`src/hw/bce_pkg.sv`:
```
// Package for the decimal adjust, byte decrement and compare-branch execution block
package bce_pkg;

  // ==========================================================
  // Register byte offsets
  localparam logic [7:0] OFS_CONTROL   = 8'h00;
  localparam logic [7:0] OFS_INSTR     = 8'h04;
  localparam logic [7:0] OFS_OPERAND   = 8'h08;
  localparam logic [7:0] OFS_FLAGS_IN  = 8'h0C;
  localparam logic [7:0] OFS_PC_IN     = 8'h10;
  localparam logic [7:0] OFS_RESULT    = 8'h14;
  localparam logic [7:0] OFS_FLAGS_OUT = 8'h18;
  localparam logic [7:0] OFS_PC_OUT    = 8'h1C;
  localparam logic [7:0] OFS_CYCLES    = 8'h20;

  // ==========================================================
  // Field positions
  localparam int CTL_START   = 0;
  localparam int STS_BUSY    = 0;
  localparam int STS_DONE    = 1;
  localparam int STS_BAD_OP  = 2;
  localparam int RES_WB      = 16;
  localparam int RES_IND     = 17;
  localparam int RES_TAKEN   = 18;
  localparam int FLG_C       = 7;
  localparam int FLG_Z       = 6;
  localparam int FLG_S       = 5;
  localparam int FLG_V       = 4;
  localparam int FLG_D       = 3;
  localparam int FLG_H       = 2;

  // ==========================================================
  // Opcodes
  localparam logic [7:0] OPC_CMP_BUMP_EQ = 8'hC2;
  localparam logic [7:0] OPC_CMP_BUMP_NE = 8'hD2;
  localparam logic [7:0] OPC_BCD_CORR_R  = 8'h40;
  localparam logic [7:0] OPC_BCD_CORR_P  = 8'h41;
  localparam logic [7:0] OPC_BYTE_DECR_R = 8'h00;
  localparam logic [7:0] OPC_BYTE_DECR_P = 8'h01;

  // ==========================================================
  // Cycle counts, lengths, corrections, reset values
  localparam logic [4:0]  CYC_TAKEN     = 5'h12;
  localparam logic [4:0]  CYC_NOT_TAKEN = 5'h10;
  localparam logic [4:0]  CYC_SHORT     = 5'h04;
  localparam logic [4:0]  CYC_BAD       = 5'h01;
  localparam logic [15:0] LEN_BRANCH    = 16'h0003;
  localparam logic [15:0] LEN_TWO       = 16'h0002;
  localparam logic [7:0]  FIX_ADD_LO    = 8'h06;
  localparam logic [7:0]  FIX_ADD_HI    = 8'h60;
  localparam logic [7:0]  FIX_SUB_LO    = 8'hFA;
  localparam logic [7:0]  FIX_SUB_HI    = 8'hA0;
  localparam logic [3:0]  DIGIT_MAX     = 4'h9;
  localparam logic [7:0]  SIGNED_MIN    = 8'h80;
  localparam logic [31:0] RESET_WORD    = 32'h0000_0000;

  typedef enum logic {ST_IDLE, ST_RUN} bce_state_type;

endpackage

```
`src/hw/bce_exec.sv`:
```
// Execution unit for compare-bump-branch, BCD correction and byte decrement, with APB registers
//
// Notes on behaviour
// RL1: Equal variant branches by offset when destination minus source is zero.
// RL2: Unequal variant branches by offset when the difference is nonzero.
// RL3: Both compare-branch variants bump the source pointer by one, taken or not.
// RL4: Compare-branch variants leave every condition flag unchanged.
// RL5: Opcode C2 is equal variant, three bytes, register destination, pointer source.
// RL6: Opcode D2 is unequal variant, same layout and operand modes.
// RL7: Compare-branch takes 18 cycles when taken, 16 when not taken.
// RL8: Branch offset is a signed byte, reach +127 to -128.
// RL9: After addition correction adds 00, 06, 60 or 66; carry set for 60/66.
// RL10: After subtraction correction adds 00, FA, A0 or 9A; carry set for A0/9A.
// RL11: Software uses BCD correction only on valid BCD sums or differences.
// RL12: BCD correction sets carry from the selected correction, clears it otherwise.
// RL13: BCD correction sets zero and sign from result; decimal and half-carry kept.
// RL14: BCD correction is two bytes, four cycles, opcodes 40 direct and 41 pointer.
// RL15: Byte decrement writes back destination minus one modulo 256.
// RL16: Byte decrement sets zero, sign, overflow; carry, decimal, half-carry kept.
// RL17: Byte decrement is two bytes, four cycles, opcodes 00 direct and 01 pointer.
// RL18: Branch target is sign-extended offset plus address past the instruction.
//
// The APB slave port and the placing of the registers are this design's own decisions.
`timescale 1ns/1ps
`default_nettype none

module bce_exec
  import bce_pkg::*;
(
  input  wire logic        MCLK_I,     // Core clock, 125 MHz
  input  wire logic        RESET_I,    // Synchronous reset, active high
  input  wire logic        PSEL_I,     // APB select
  input  wire logic        PENABLE_I,  // APB access phase
  input  wire logic        PWRITE_I,   // APB direction, high for write
  input  wire logic [7:0]  PADDR_I,    // APB byte address
  input  wire logic [31:0] PWDATA_I,   // APB write data
  output logic      [31:0] PRDATA_O,   // APB read data
  output logic             PREADY_O,   // APB ready
  output logic             PSLVERR_O   // APB error on unmapped address
);

  // ==========================================================
  // Storage
  bce_state_type state;
  logic [4:0]    cnt;
  logic          done;
  logic          bad_op;
  logic [7:0]    op;
  logic [7:0]    offset;
  logic [7:0]    opd_dst;
  logic [7:0]    opd_src;
  logic [7:0]    opd_ptr;
  logic [7:0]    flags_in;
  logic [15:0]   pc_in;
  logic [7:0]    res_value;
  logic [7:0]    res_ptr;
  logic          res_wb;
  logic          res_ind;
  logic          res_taken;
  logic [7:0]    flags_out;
  logic [15:0]   pc_out;
  logic [4:0]    cyc_last;
  logic [31:0]   prdata;
  logic          pready;
  logic          pslverr;

  // ==========================================================
  // APB decode
  wire apb_access = PSEL_I & PENABLE_I;
  wire apb_first  = apb_access & ~pready;
  wire apb_commit = apb_access & pready;
  wire wr_commit  = apb_commit & PWRITE_I;

  wire sel_control   = (PADDR_I == OFS_CONTROL);
  wire sel_instr     = (PADDR_I == OFS_INSTR);
  wire sel_operand   = (PADDR_I == OFS_OPERAND);
  wire sel_flags_in  = (PADDR_I == OFS_FLAGS_IN);
  wire sel_pc_in     = (PADDR_I == OFS_PC_IN);
  wire sel_result    = (PADDR_I == OFS_RESULT);
  wire sel_flags_out = (PADDR_I == OFS_FLAGS_OUT);
  wire sel_pc_out    = (PADDR_I == OFS_PC_OUT);
  wire sel_cycles    = (PADDR_I == OFS_CYCLES);
  wire addr_ok       = sel_control | sel_instr | sel_operand | sel_flags_in | sel_pc_in |
                       sel_result | sel_flags_out | sel_pc_out | sel_cycles;

  wire idle     = (state == ST_IDLE);
  // A start while busy is dropped so results of the running instruction stay coherent
  wire start_go = wr_commit & sel_control & PWDATA_I[CTL_START] & idle;

  wire [31:0] status_word = {29'h0000_0000, bad_op, done, ~idle};
  wire [31:0] result_word = {13'h0000, res_taken, res_ind, res_wb, res_ptr, res_value};
  wire [31:0] rd_word =
    sel_control   ? status_word :
    sel_instr     ? {16'h0000, offset, op} :
    sel_operand   ? {8'h00, opd_ptr, opd_src, opd_dst} :
    sel_flags_in  ? {24'h00_0000, flags_in} :
    sel_pc_in     ? {16'h0000, pc_in} :
    sel_result    ? result_word :
    sel_flags_out ? {24'h00_0000, flags_out} :
    sel_pc_out    ? {16'h0000, pc_out} :
    sel_cycles    ? {27'h000_0000, cyc_last} : RESET_WORD;

  // ==========================================================
  // Instruction decode
  // RL5 RL6 RL14 RL17: opcode decode
  wire is_eq     = (op == OPC_CMP_BUMP_EQ);
  wire is_ne     = (op == OPC_CMP_BUMP_NE);
  wire is_branch = is_eq | is_ne;
  wire is_corr   = (op == OPC_BCD_CORR_R) | (op == OPC_BCD_CORR_P);
  wire is_decr   = (op == OPC_BYTE_DECR_R) | (op == OPC_BYTE_DECR_P);
  wire is_known  = is_branch | is_corr | is_decr;

  // ==========================================================
  // Compare-branch datapath
  wire [7:0]  diff     = 8'(opd_dst - opd_src);
  wire        diff_z   = (diff == 8'h00);
  // RL1 RL2: branch condition
  wire        take     = (is_eq & diff_z) | (is_ne & ~diff_z);
  // RL18: sequential address past the instruction
  wire [15:0] seq_pc   = 16'(pc_in + (is_branch ? LEN_BRANCH : LEN_TWO));
  // RL8: signed byte offset
  wire [15:0] off_ext  = {{8{offset[7]}}, offset};
  wire [15:0] next_pc  = take ? 16'(seq_pc + off_ext) : seq_pc;
  // RL3: pointer bump
  wire [7:0]  next_ptr = is_branch ? 8'(opd_ptr + 8'h01) : opd_ptr;

  // ==========================================================
  // BCD correction datapath; the decimal flag tells a prior subtraction
  // Inputs outside valid BCD give a defined but meaningless byte
  wire [3:0] lo      = opd_dst[3:0];
  wire [3:0] hi      = opd_dst[7:4];
  wire       c_in    = flags_in[FLG_C];
  wire       h_in    = flags_in[FLG_H];
  wire       sub_mode = flags_in[FLG_D];
  wire       add_lo  = h_in | (lo > DIGIT_MAX);
  wire       add_hi  = c_in | (hi > DIGIT_MAX) | ((hi == DIGIT_MAX) & (lo > DIGIT_MAX));
  // RL9: addition corrections 00/06/60/66
  wire [7:0] add_fix = (add_lo ? FIX_ADD_LO : 8'h00) | (add_hi ? FIX_ADD_HI : 8'h00);
  // RL10: subtraction corrections 00/FA/A0/9A
  wire [7:0] sub_fix = 8'((h_in ? FIX_SUB_LO : 8'h00) + (c_in ? FIX_SUB_HI : 8'h00));
  wire [7:0] corr_value = 8'(opd_dst + (sub_mode ? sub_fix : add_fix));
  // RL12: carry out follows the high correction
  wire       corr_carry = sub_mode ? c_in : add_hi;

  // ==========================================================
  // Byte decrement datapath
  // RL15: wraps modulo 256
  wire [7:0] decr_value = 8'(opd_dst - 8'h01);
  wire       decr_ovf   = (opd_dst == SIGNED_MIN);

  // ==========================================================
  // Result selection
  wire [7:0] next_value = is_corr ? corr_value : (is_decr ? decr_value : opd_dst);
  wire [4:0] next_cycles = is_branch ? (take ? CYC_TAKEN : CYC_NOT_TAKEN) :
                           (is_corr | is_decr) ? CYC_SHORT : CYC_BAD;
  logic [7:0] next_flags;

  always_comb begin
    // RL4: compare-branch passes the flags through untouched
    next_flags = flags_in;
    if (is_corr) begin
      // RL12 RL13: carry, zero, sign; overflow left as it was
      next_flags[FLG_C] = corr_carry;
      next_flags[FLG_Z] = (corr_value == 8'h00);
      next_flags[FLG_S] = corr_value[7];
    end else if (is_decr) begin
      // RL16: zero, sign, overflow only
      next_flags[FLG_Z] = (decr_value == 8'h00);
      next_flags[FLG_S] = decr_value[7];
      next_flags[FLG_V] = decr_ovf;
    end
  end

  // ==========================================================
  // APB slave; ready is registered, so each transfer takes one wait cycle
  always_ff @(posedge MCLK_I) begin
    if (RESET_I) begin
      pready  <= 1'b0;
      prdata  <= RESET_WORD;
      pslverr <= 1'b0;
    end else begin
      pready  <= apb_first;
      pslverr <= apb_first & ~addr_ok;
      if (apb_first & ~PWRITE_I) begin
        prdata <= rd_word;
      end
    end
  end

  // Operand registers may be rewritten while busy; results were captured at start
  always_ff @(posedge MCLK_I) begin
    if (RESET_I) begin
      op       <= 8'h00;
      offset   <= 8'h00;
      opd_dst  <= 8'h00;
      opd_src  <= 8'h00;
      opd_ptr  <= 8'h00;
      flags_in <= 8'h00;
      pc_in    <= 16'h0000;
    end else if (wr_commit) begin
      if (sel_instr) begin
        op     <= PWDATA_I[7:0];
        offset <= PWDATA_I[15:8];
      end
      if (sel_operand) begin
        opd_dst <= PWDATA_I[7:0];
        opd_src <= PWDATA_I[15:8];
        opd_ptr <= PWDATA_I[23:16];
      end
      if (sel_flags_in) begin
        flags_in <= PWDATA_I[7:0];
      end
      if (sel_pc_in) begin
        pc_in <= PWDATA_I[15:0];
      end
    end
  end

  // ==========================================================
  // Execution sequencer: busy for exactly the instruction's cycle count
  always_ff @(posedge MCLK_I) begin
    if (RESET_I) begin
      state     <= ST_IDLE;
      cnt       <= 5'h00;
      done      <= 1'b0;
      bad_op    <= 1'b0;
      res_value <= 8'h00;
      res_ptr   <= 8'h00;
      res_wb    <= 1'b0;
      res_ind   <= 1'b0;
      res_taken <= 1'b0;
      flags_out <= 8'h00;
      pc_out    <= 16'h0000;
      cyc_last  <= 5'h00;
    end else begin
      case (state)
        ST_IDLE: begin
          if (start_go) begin
            // RL7: cycle budget loaded here
            cnt       <= 5'(next_cycles - 5'h01);
            cyc_last  <= next_cycles;
            state     <= ST_RUN;
            done      <= 1'b0;
            bad_op    <= ~is_known;
            res_value <= next_value;
            res_ptr   <= next_ptr;
            res_wb    <= is_corr | is_decr;
            res_ind   <= op[0];
            res_taken <= take;
            flags_out <= next_flags;
            pc_out    <= next_pc;
          end
        end
        ST_RUN: begin
          if (cnt == 5'h00) begin
            state <= ST_IDLE;
            done  <= 1'b1;
          end else begin
            cnt <= 5'(cnt - 5'h01);
          end
        end
        default: begin
          state <= ST_IDLE;
        end
      endcase
    end
  end

  assign PRDATA_O  = prdata;
  assign PREADY_O  = pready;
  assign PSLVERR_O = pslverr;
endmodule

`default_nettype wire

```
`config.mk`:
```
export PLATFORM = sky130hd
export DESIGN_NAME = bce_exec
export DESIGN_NICKNAME = d
export VERILOG_FILES = /design/src/hw/bce_pkg.sv /design/src/hw/bce_exec.sv
export SDC_FILE = /design/constraint.sdc
export NUM_CORES = 1
export LEC_CHECK = 0
export BUFFER_PORTS_ARGS = -buffer_cell sky130_fd_sc_hd__buf_2
export CAP_MARGIN = 20
export CORE_MARGIN = 2
export CORE_UTILIZATION = 50
export DETAILED_ROUTE_END_ITERATION = 8
export PLACE_DENSITY = 0.77
export SLEW_MARGIN = 25
export SYNTH_ARGS = -nofsm -noshare
export SYNTH_HDL_FRONTEND = slang
export SYNTH_SLANG_ARGS = --single-unit
```
`constraint.sdc`:
```
create_clock -name MCLK_I -period 12.4 [get_ports MCLK_I]
set_input_delay 2.48 -clock MCLK_I [delete_from_list [all_inputs] [get_ports MCLK_I]]
set_output_delay 2.48 -clock MCLK_I [all_outputs]
set_load 0.005 [all_outputs]
```
# Yosys cells after proc, flatten, opt, wreduce, memory -nomap -nowiden
# Cells that the tools add are included.
classes:
  add_sub_neg: 9
  n_mul: 0
  div: 0
  magnitude_cmp: 2
  eq_ne: 18
  shift: 0
  mux: 36
  bitwise_logic: 37
  n_reduce_logical: 13
op_table:
  columns: ["operator", "n"]
  rows:
  - ["$mux W24", 3]
  - ["$mux W19", 3]
  - ["$mux W16", 3]
  - ["$mux W8", 6]
  - ["$logic_not A8 Y1", 5]
  - ["$eq A8 B5 Y1 const B", 4]
  - ["$eq A8 B8 Y1 const B", 3]
  - ["$mux W5", 4]
  - ["$or A1 B1 Y1", 18]
  - ["$add A16 B16 Y16", 1]
  - ["$add A16 B2 Y16", 1]
  - ["$add A8 B8 Y8", 2]
  - ["$eq A8 B4 Y1 const B", 2]
  - ["$eq A8 B7 Y1 const B", 2]
  - ["$reduce_and A2 Y1", 7]
  - ["$and A1 B1 Y1", 12]
  - ["$pmux W5 S2", 1]
  - ["$sub A5 B1 Y5 const B", 2]
  - ["$mux W3", 3]
  - ["$add A8 B1 Y8 const B", 1]
  - ["$eq A8 B1 Y1 const B", 1]
  - ["$eq A8 B3 Y1 const B", 1]
  - ["$eq A8 B6 Y1 const B", 1]
  - ["$gt A4 B4 Y1 const B", 2]
  - ["other kinds (12)", 27]
word_totals:
  regBits: 154
  latchBits: 0
  ram_bits: 0
  rom_bits: 0
  input_bits: 45
  output_inout_bits: 34
  word_cells: 137
  mem_count: 0

# Longest topological paths before layout
# Gate-level depths: netlist of run 1.
depth:
  word_depth: 11
  depth_mapped: 18
  mapped_depth_nobuf: 16

# Least setup slack after synthesis of run 1
# No wires, ideal clock.
synth_timing:
  kind: "input port to flip-flop"
  startpoint: "in PADDR_I[1]"
  endpoint: "reg res_value[6]"
  setup_time_ps: 116
  t_arrival_ps: 4447
  t_required_ps: 12284
  path_slack_ps: 7837
  path_stages: 8
  n_path_buf: 2
  cell_sequence: "or4_1 buf_2 or3_4 or3_4 buf_6 a211oi_1 o21ai_1 o211a_1"
synth_between:
  elab_chain_len: 5
synth_lines:
  columns: ["element", "line", "source"]
  rows:
  - ["start, declared", "bce_exec.sv:35", "input wire logic [7:0] PADDR_I,"]
  - ["$logic_not A8 Y1", "bce_exec.sv:74", "wire sel_control = (PADDR_I == OFS_CONTROL);"]
  - ["$and A1 B1 Y1 (3 in series)", "bce_exec.sv:88", "wire start_go = wr_commit & sel_control & PWDATA_I[CTL_START] & idle;"]
  - ["$reduce_and A2 Y1 (no source line)", null, null]
  - ["end signal, assigned", "bce_exec.sv:245", "res_value <= next_value;"]
  - ["end, declared", "bce_exec.sv:55", "logic [7:0] res_value;"]
# Every way passes these cells.
# A chain may end at the register's enable or synchronous reset.

# Final worst setup path of run 1
layout_timing:
  startpoint: "in PADDR_I[1]"
  endpoint: "reg opd_ptr[5]"
layout_between:
  elab_chain_len: 2
layout_lines:
  columns: ["element", "line", "source"]
  rows:
  - ["$eq A8 B4 Y1", "bce_exec.sv:76", "wire sel_operand = (PADDR_I == OFS_OPERAND);"]
  - ["$reduce_and A2 Y1 (no source line)", null, null]
  - ["end signal, assigned", "bce_exec.sv:208", "opd_ptr <= PWDATA_I[23:16];"]
  - ["end, declared", "bce_exec.sv:52", "logic [7:0] opd_ptr;"]
# Every way passes these cells.

==> flow_summary_export.csv, run 1 <==
group,metric,value,unit
final_layout,design_area,9340,µm²
routing,initial_detailed_routing_violation_count,1040,
power_and_ir_drop,p_switching,239,µW
final_layout,sequential_cell_area,2900,µm²
cts,tritoncts,"built",
logic_synthesis,synth_edf_count,0,
power_and_ir_drop,power.clock.fraction,50.2,%
cts,cts_hold_repair.buffers,0,
routing,drt_drc_violations_left,0,
cts,clock_transition_at_path_regs,60,ps
hold_path,hold_path.class,"reg2reg",
timing,finClkSkew,9.39,ps
place,placed_area,8760,µm²
logic_synthesis,syn-cell-area,8430,µm²
logic_synthesis,ys_async_sr_fraction,0,%
final_layout,flow.area_growth_from_synthesis,10.9,%
die,die_height,134,µm
routing,route.vias.total,8163,
timing,worstMarginPinSlew,1020,ps
routing,route.detailed.wl_per_inst,19.5,µm
final_layout,multi_input_area,5110,µm²
cts,ctsLongestPathBuffers,2,
cts,post_cts.resized_instances,0,
logic_synthesis,postSynthAreaPerCell,7.96,µm²
power_and_ir_drop,combPwrFrac,4.0,%
cts,cts_max_level,4,
critical_path,crit_fanout,24,
global_route,antenna_violations_before_repair,0,
logic_synthesis,netlist_top_cells_area,"sky130_fd_sc_hd__dfxtp_1, sky130_fd_sc_hd__a21oi_1, sky130_fd_sc_hd__nand2_1, sky130_fd_sc_hd__ha_1, sky130_fd_sc_hd__mux2i_1",
job,total_of_max_cap_violations,0,
power_and_ir_drop,static_leak,3.60,nW
final_layout,post_route_cells_drive_above_1_share,11.4,%
die,placeable_area,16500,µm²
routing,routed_via_density,6.24,
critical_path,cpPeakStageDelay,790,ps
timing,finalSetupViolations,0,
critical_path,timing.critical_path.cells,"buf_2 > or4_1 > nor3_2 > and2_1 > and2b_1 > and2_1 > nand2_1 > a21oi_1",
cts,worstSkewPairLatency,430,ps
logic_synthesis,yosys.area.top_type,"sky130_fd_sc_hd__dfxtp_1",
timing,finalHoldViolCount,0,
cts,cts.root.buffer_cell,"sky130_fd_sc_hd__clkbuf_16",
power_and_ir_drop,worst_ir_drop_vdd,0.101,mV
die,die_w,134,µm
routing,detail_route.wirelength,25600,µm
logic_synthesis,number_of_synthesized_register_bits,145,
logic_synthesis,synth_cell_type_count,69,
power_and_ir_drop,switching_part_of_the_total,23.3,%
critical_path,worstSetupStartpointType,"input pin",
routing,antenna_left,0,
logic_synthesis,synthesis.instances,1058,
power_and_ir_drop,power.internal,788,µW
die,num_io_pins,79,
outcome,run_status,"complete, no violations",
die,initial_utilization,51.0,%
critical_path,timing.critical_path.arrival,5820,ps
critical_path,critPathCaptureType,"flop",
logic_synthesis,proportion_of_synthesized_chip_area_in_sequential_cells,34.5,%
global_route,number_of_global_route_vias_before_repair,7475,
global_route,groute.usage.overall,28.8,%
global_route,grt_start_max_net_pins,85,
critical_path,crit_type,"in2reg",
timing,fmaxAchievable,0.183,GHz
final_layout,antennaDiodeCount,0,
final_layout,fillerInstances,1523,
timing,post-route-min-period,5460,ps
place,dp_hpwl,17500,µm
logic_synthesis,yosys_warnings,0,
cts,cts_post_setup_buffers_inserted,0,
place,port_buffers,62,
place,global_placer_s_final_weighted_congestion,0.927,
timing,rsz0062_at_grt,"false",
global_route,grt_pass1_wl,40500,µm
critical_path,critical_path.slowest_cell,"sky130_fd_sc_hd__and2_1",
logic_synthesis,synth_ff_type,"sky130_fd_sc_hd__dfxtp_1",
cts,cts-buffers-inserted,17,
critical_path,worst-endpoint-required,12750,ps
power_and_ir_drop,seq_pwr_share,45.8,%
power_and_ir_drop,power.density,110,nW/µm²
cts,clock_sinks,145,
critical_path,crit_top_cell,"sky130_fd_sc_hd__and2_1",
logic_synthesis,synthDominantCellAreaShare,34.5,%
routing,firstDrtPassIters,6,
final_layout,design.final.nets,1161,
timing,maxSlewHeadroom,32.3,%
die,die_area,17900,µm²
die,standard_cell_row_count,47,
global_route,globalRouteOverflowTotal,0,
timing,post-route-period-util,44.1,%
timing,final-max-slew-violation-count,0,
timing,finalSetupTns,0,ps
[final timing paths]
path | startpoint | to | slack [ps] | cells after the start
hold reg to reg | res_value[3] | res_value[3] | 460 | 2
hold / removal | res_value[3] | res_value[3] | 460 | 2
setup reg to reg | op[6] | pc_out[14] | 8070 | 16
setup / recovery | PADDR_I[1] | opd_ptr[5] | 6940 | 8
[cell type report]
type | count | area share (%)
Clock buffer | 20 | 4.89
Clock inverter | 11 | 1.39
Inverter | 28 | 1.12
Multi-Input combinational cell | 815 | 54.7
Sequential cell | 145 | 31.1
Tap cell | 220 | 2.95
Timing Repair Buffer | 69 | 3.91
[worst max-delay path, delay by kind of cell]
family	cells	cell delay [ps]
buf+inv	1	100
compound gates	1	180
simple gates	6	3040
[per-layer routing]
layer | vias to the layer above | GRT usage (%) | share of wire, %
li1 | 3813 | - | -
met2 | 474 | 43.6 | 44
met4 | 0 | 12.3 | 3.4
met3 | 69 | 5.03 | 9.6
met5 | - | 0 | 0
met1 | 3807 | 40.5 | 43
[Yosys cell counts (all sizes together) (5+ instances only)]
cell type  number
dfxtp         145
ha             38
o21a           10
nand2         145
nor3b           5
clkbuf         50
a21oi         112
xor2           16
a21o            8
inv            28
buf            27
nand3          25
nand4          14
xnor2          26
o21ai          54
or4             5
and3            8
and4            5
nor2           93
and2            9
a22oi          15
or3            10
a221oi         14
nor3           35
a32oi           5
nand2b         13
o211ai          7
a211oi         26
mux2i          44
nor2b           6
[placed cells by master, fill, tap and decap left out, drive strengths merged, types with 9 or more instances in the layout]
cell and instances:
buf 69, nand4 14, nand2 145, nand3 25, a221oi 14, mux2i 44, o21a 10, or3 10
ha 38, and2 9, clkbuf 20, a21oi 112, a22oi 15, dfxtp 145, xnor2 26, xor2 16
inv 31, nor3 35, nand2b 13, a211oi 26, nor2 93, o21ai 54
[state kept, by name (all words and copies together) (netlist names)]
register	cells
offset	8
pc_in	16
res_wb	1
opd_ptr	8
opd_src	8
opd_dst	8
PREADY_O	1
PSLVERR_O	1
cnt	5
res_taken	1
state	1
op	8
flags_out	8
bad_op	1
res_value	8
PRDATA_O	24
cyc_last	4
done	1
flags_in	8
res_ptr	8
res_ind	1
pc_out	16
[kinds of logic (layout without fill, tap and decap cells)]
kind of cell	Yosys count	after routing	synth area share (%)
adder cells (fa/ha/maj)	40	40	6.12
AO/OA/AOI/OAI	291	291	22.0
buffers and inverters	105	128	5.51
multiplexers	49	49	6.03
flip-flops	145	145	34.5
XOR/XNOR	42	42	4.37
AND/OR/NAND/NOR	385	385	21.5
other	1	8	0.0445
[power groups by stage]
stage	Combinational, mW	Sequential, mW	Clock [mW]
2_1_floorplan	0.0226	0.480	0
3_3_place_gp	0.0397	0.480	0
3_5_place_dp	0.0399	0.480	0
4_1_cts	0.0402	0.470	0.520
5_1_grt	0.0444	0.470	0.541
6_report	0.0411	0.470	0.516
[metrics by stage]
| step | util (%) | cells | setup slack (ps) | power (mW) | hold WS, ps |
|---|---|---|---|---|---|
| 2_1_floorplan | - | 1065 | 7840 | 0.503 | 432 |
| 3_3_place_gp | 53.0 | 1277 | 6710 | 0.520 | 439 |
| 3_5_place_dp | 53.0 | 1277 | 6620 | 0.520 | 447 |
| 4_1_cts | 56.5 | 1308 | 6990 | 1.03 | 455 |
| 5_1_grt | 56.5 | 1308 | 6710 | 1.06 | 470 |
| 6_report | 56.5 | 1308 | 6940 | 1.03 | 455 |
Note: power is estimated with default switching activity, not from simulation.
==> inputs of run 2 (changes only) <==
--- a/config.mk
+++ b/config.mk
@@ -10,7 +10,7 @@
 export CORE_MARGIN = 2
 export CORE_UTILIZATION = 50
 export DETAILED_ROUTE_END_ITERATION = 8
-export PLACE_DENSITY = 0.77
+export PLACE_DENSITY = 0.8
 export SLEW_MARGIN = 25
 export SYNTH_ARGS = -nofsm -noshare
 export SYNTH_HDL_FRONTEND = slang
==> constraint.sdc (replaced) <==
create_clock -name MCLK_I -period 4.42 [get_ports MCLK_I]
set_input_delay 0.884 -clock MCLK_I [delete_from_list [all_inputs] [get_ports MCLK_I]]
set_output_delay 0.884 -clock MCLK_I [all_outputs]
set_load 0.005 [all_outputs]
==> run 2 against run 1 <==
Compared with the run above:
- first-iteration DRC count fell by 7.7%
- global-route usage shrank 0.63 points
- core utilization rose by 0.76 points
- non-clock buffer count is 13 higher
- clock skew decreased by 2.4 ps
- worst setup slack worse by 6500 ps
- combinational power grew to 2.8 times the previous value
- critical path type is now reg2reg
==> flow_summary_export.csv, run 2 (same netlist as run 1, synthesis figures left out) <==
group,metric,value,unit
place,placed_instance_count,1290,
power_and_ir_drop,worst_ir_drop_vdd,0.286,mV
final_layout,design.final.nets,1174,
routing,routed-wl-met2,10700,µm
hold_path,hold_path.class,"reg2reg",
critical_path,critical_path.top_delay_family,"compound AO/OA/AOI/OAI gates",
power_and_ir_drop,static_leak,3.70,nW
cts,ctsLongestPathBuffers,2,
die,initial_utilization,51.0,%
timing,finClkSkew,6.96,ps
routing,initial_detailed_routing_violation_count,960,
cts,cts_post_setup_buffers_inserted,0,
routing,highest_routing_layer_actually_used,"met4",
cts,cts.root.buffer_cell,"sky130_fd_sc_hd__clkbuf_16",
critical_path,timing.critical_path.buf_inv,1,
place,global_placer_s_final_weighted_congestion,0.964,
final_layout,fillerInstances,1471,
cts,clock_sinks,145,
timing,rsz0062_at_grt,"false",
cts,cts-buffers-inserted,17,
die,die_w,134,µm
critical_path,cpPeakStageDelay,450,ps
outcome,run_status,"complete, no violations",
global_route,globalRouteOverflowTotal,0,
die,num_io_pins,79,
critical_path,worst-endpoint-required,4740,ps
place,port_buffers,62,
timing,final-max-slew-violation-count,0,
die,placeable_area,16500,µm²
final_layout,multi_input_area,5110,µm²
global_route,number_of_global_route_vias_before_repair,7469,
power_and_ir_drop,combPwrFrac,4.0,%
power_and_ir_drop,seq_pwr_share,44.4,%
critical_path,worstSetupStartpointType,"flop",
critical_path,critPathCaptureType,"flop",
critical_path,crit_type,"reg2reg",
routing,detail_route.wirelength,25000,µm
timing,finalSetupTns,0,ps
cts,post_cts.resized_instances,0,
global_route,antenna_violations_before_repair,0,
cts,cts_max_level,4,
critical_path,crit_fanout,5,
power_and_ir_drop,power.density,314,nW/µm²
routing,antenna_left,0,
critical_path,critical_path.slowest_cell,"sky130_fd_sc_hd__or3_1",
cts,cts_hold_repair.buffers,0,
routing,route.vias.total,8112,
routing,route.detailed.wl_per_inst,18.9,µm
critical_path,crit_top_cell,"sky130_fd_sc_hd__ha_1",
timing,post-route-min-period,4000,ps
final_layout,antennaDiodeCount,0,
timing,finalSetupViolations,0,
final_layout,sequential_cell_area,2900,µm²
final_layout,flow.area_growth_from_synthesis,12.4,%
critical_path,timing.critical_path.cells,"or3_1 > nor2_1 > ha_1 > inv_1 > ha_1 > nor2_1 > and3_1 > xor2_1 > ha_1 > a21o_1 > a21oi_1 > a21boi_0 > o21ai_0 > nor4_1 > a311oi_1 > a31o_2",
timing,maxSlewHeadroom,37.2,%
final_layout,stdcell_count,1321,
cts,worstSkewPairLatency,430,ps
die,standard_cell_row_count,47,
power_and_ir_drop,power.clock.fraction,51.6,%
place,dp_hpwl,17500,µm
final_layout,post_route_cells_drive_above_1_share,12.4,%
critical_path,timing.critical_path.arrival,4320,ps
cts,clock_transition_at_path_regs,60,ps
routing,routed_via_density,6.14,
routing,wl_met3,2590,µm
timing,fmaxAchievable,0.250,GHz
final_layout,mostFrequentLayoutCell,"sky130_fd_sc_hd__dfxtp_1",
power_and_ir_drop,p_switching,672,µW
power_and_ir_drop,power.internal,2.30,mW
job,total_of_max_cap_violations,0,
die,die_height,134,µm
global_route,groute.usage.overall,28.2,%
routing,wl_met1,10700,µm
power_and_ir_drop,switching_part_of_the_total,22.6,%
routing,firstDrtPassIters,6,
global_route,grt_start_max_net_pins,84,
final_layout,most-common-layout-cells,"sky130_fd_sc_hd__dfxtp_1, sky130_fd_sc_hd__nand2_1, sky130_fd_sc_hd__a21oi_1",
die,die_area,17900,µm²
routing,drt_drc_violations_left,0,
cts,tritoncts,"built",
timing,worstMarginPinSlew,942,ps
final_layout,number_of_flip_flops_under_the_largest_register_name,24,
timing,post-route-period-util,90.4,%
global_route,grt_pass1_wl,39700,µm
timing,finalHoldViolCount,0,
[run 2: cell types whose count changed in the layout (fill, tap and decap cells not counted)]
cell | previous run | this run
sky130_fd_sc_hd__clkinv_2 | 1 | 2
sky130_fd_sc_hd__buf_4 | 8 | 21
sky130_fd_sc_hd__clkbuf_1 | 1 | 2
sky130_fd_sc_hd__clkinvlp_4 | 4 | 1
sky130_fd_sc_hd__clkbuf_8 | 2 | 0
sky130_fd_sc_hd__bufinv_16 | 2 | 4
sky130_fd_sc_hd__inv_6 | 3 | 4
[run 2: worst paths after layout]
kind,startpoint,to,slack [ps],cells after the start
hold reg to reg,cyc_last[0],cyc_last[0],450,2
hold / removal,cyc_last[0],cyc_last[0],450,2
setup reg to reg,op[2],pc_out[14],420,16
setup / recovery,op[2],pc_out[14],420,16
[run 2: final cells by class]
class / instances / area share [%]
clock buffer: 19 / 4.57
sequential: 145 / 30.7
tap: 220 / 2.91
multi-input combinational: 815 / 53.9
inverter: 28 / 1.11
clock inverter: 12 / 1.92
timing repair buffer: 82 / 4.89
[run 2: worst min-delay path: stages, from the launching register on]
cell,delay [ps]
sky130_fd_sc_hd__dfxtp_1,310
sky130_fd_sc_hd__nand2_1,50
sky130_fd_sc_hd__a21oi_1,50
[run 2: power by group through the flow]
stage	Combinational (mW)	Clock, mW	Sequential, mW
final	0.117	1.53	1.32
after floorplan	0.0633	0	1.35
after global routing	0.125	1.60	1.32
after CTS	0.114	1.53	1.32
after global placement	0.112	0	1.35
after detailed placement	0.113	0	1.35
[run 2: metal layers]
metal | vias up | track usage (%)
li1 | 3840 | -
met1 | 3767 | 37.8
met2 | 421 | 42.5
met3 | 84 | 7.97
met4 | 0 | 12.1
met5 | - | 0
[run 2: through the flow]
stage                     hold WS [ps]  cell area (µm²)  setup WS (ps)  utilization (%)  power [mW]
after CTS                          452             9470            455             57.3        2.97
after global routing               464             9470            142             57.3        3.04
after floorplan                    432             8450            487                -        1.41
after detailed placement           444             8850            473             53.6        1.46
after global placement             439             8850            587             53.6        1.46
final                              451             9470            423             57.3        2.97
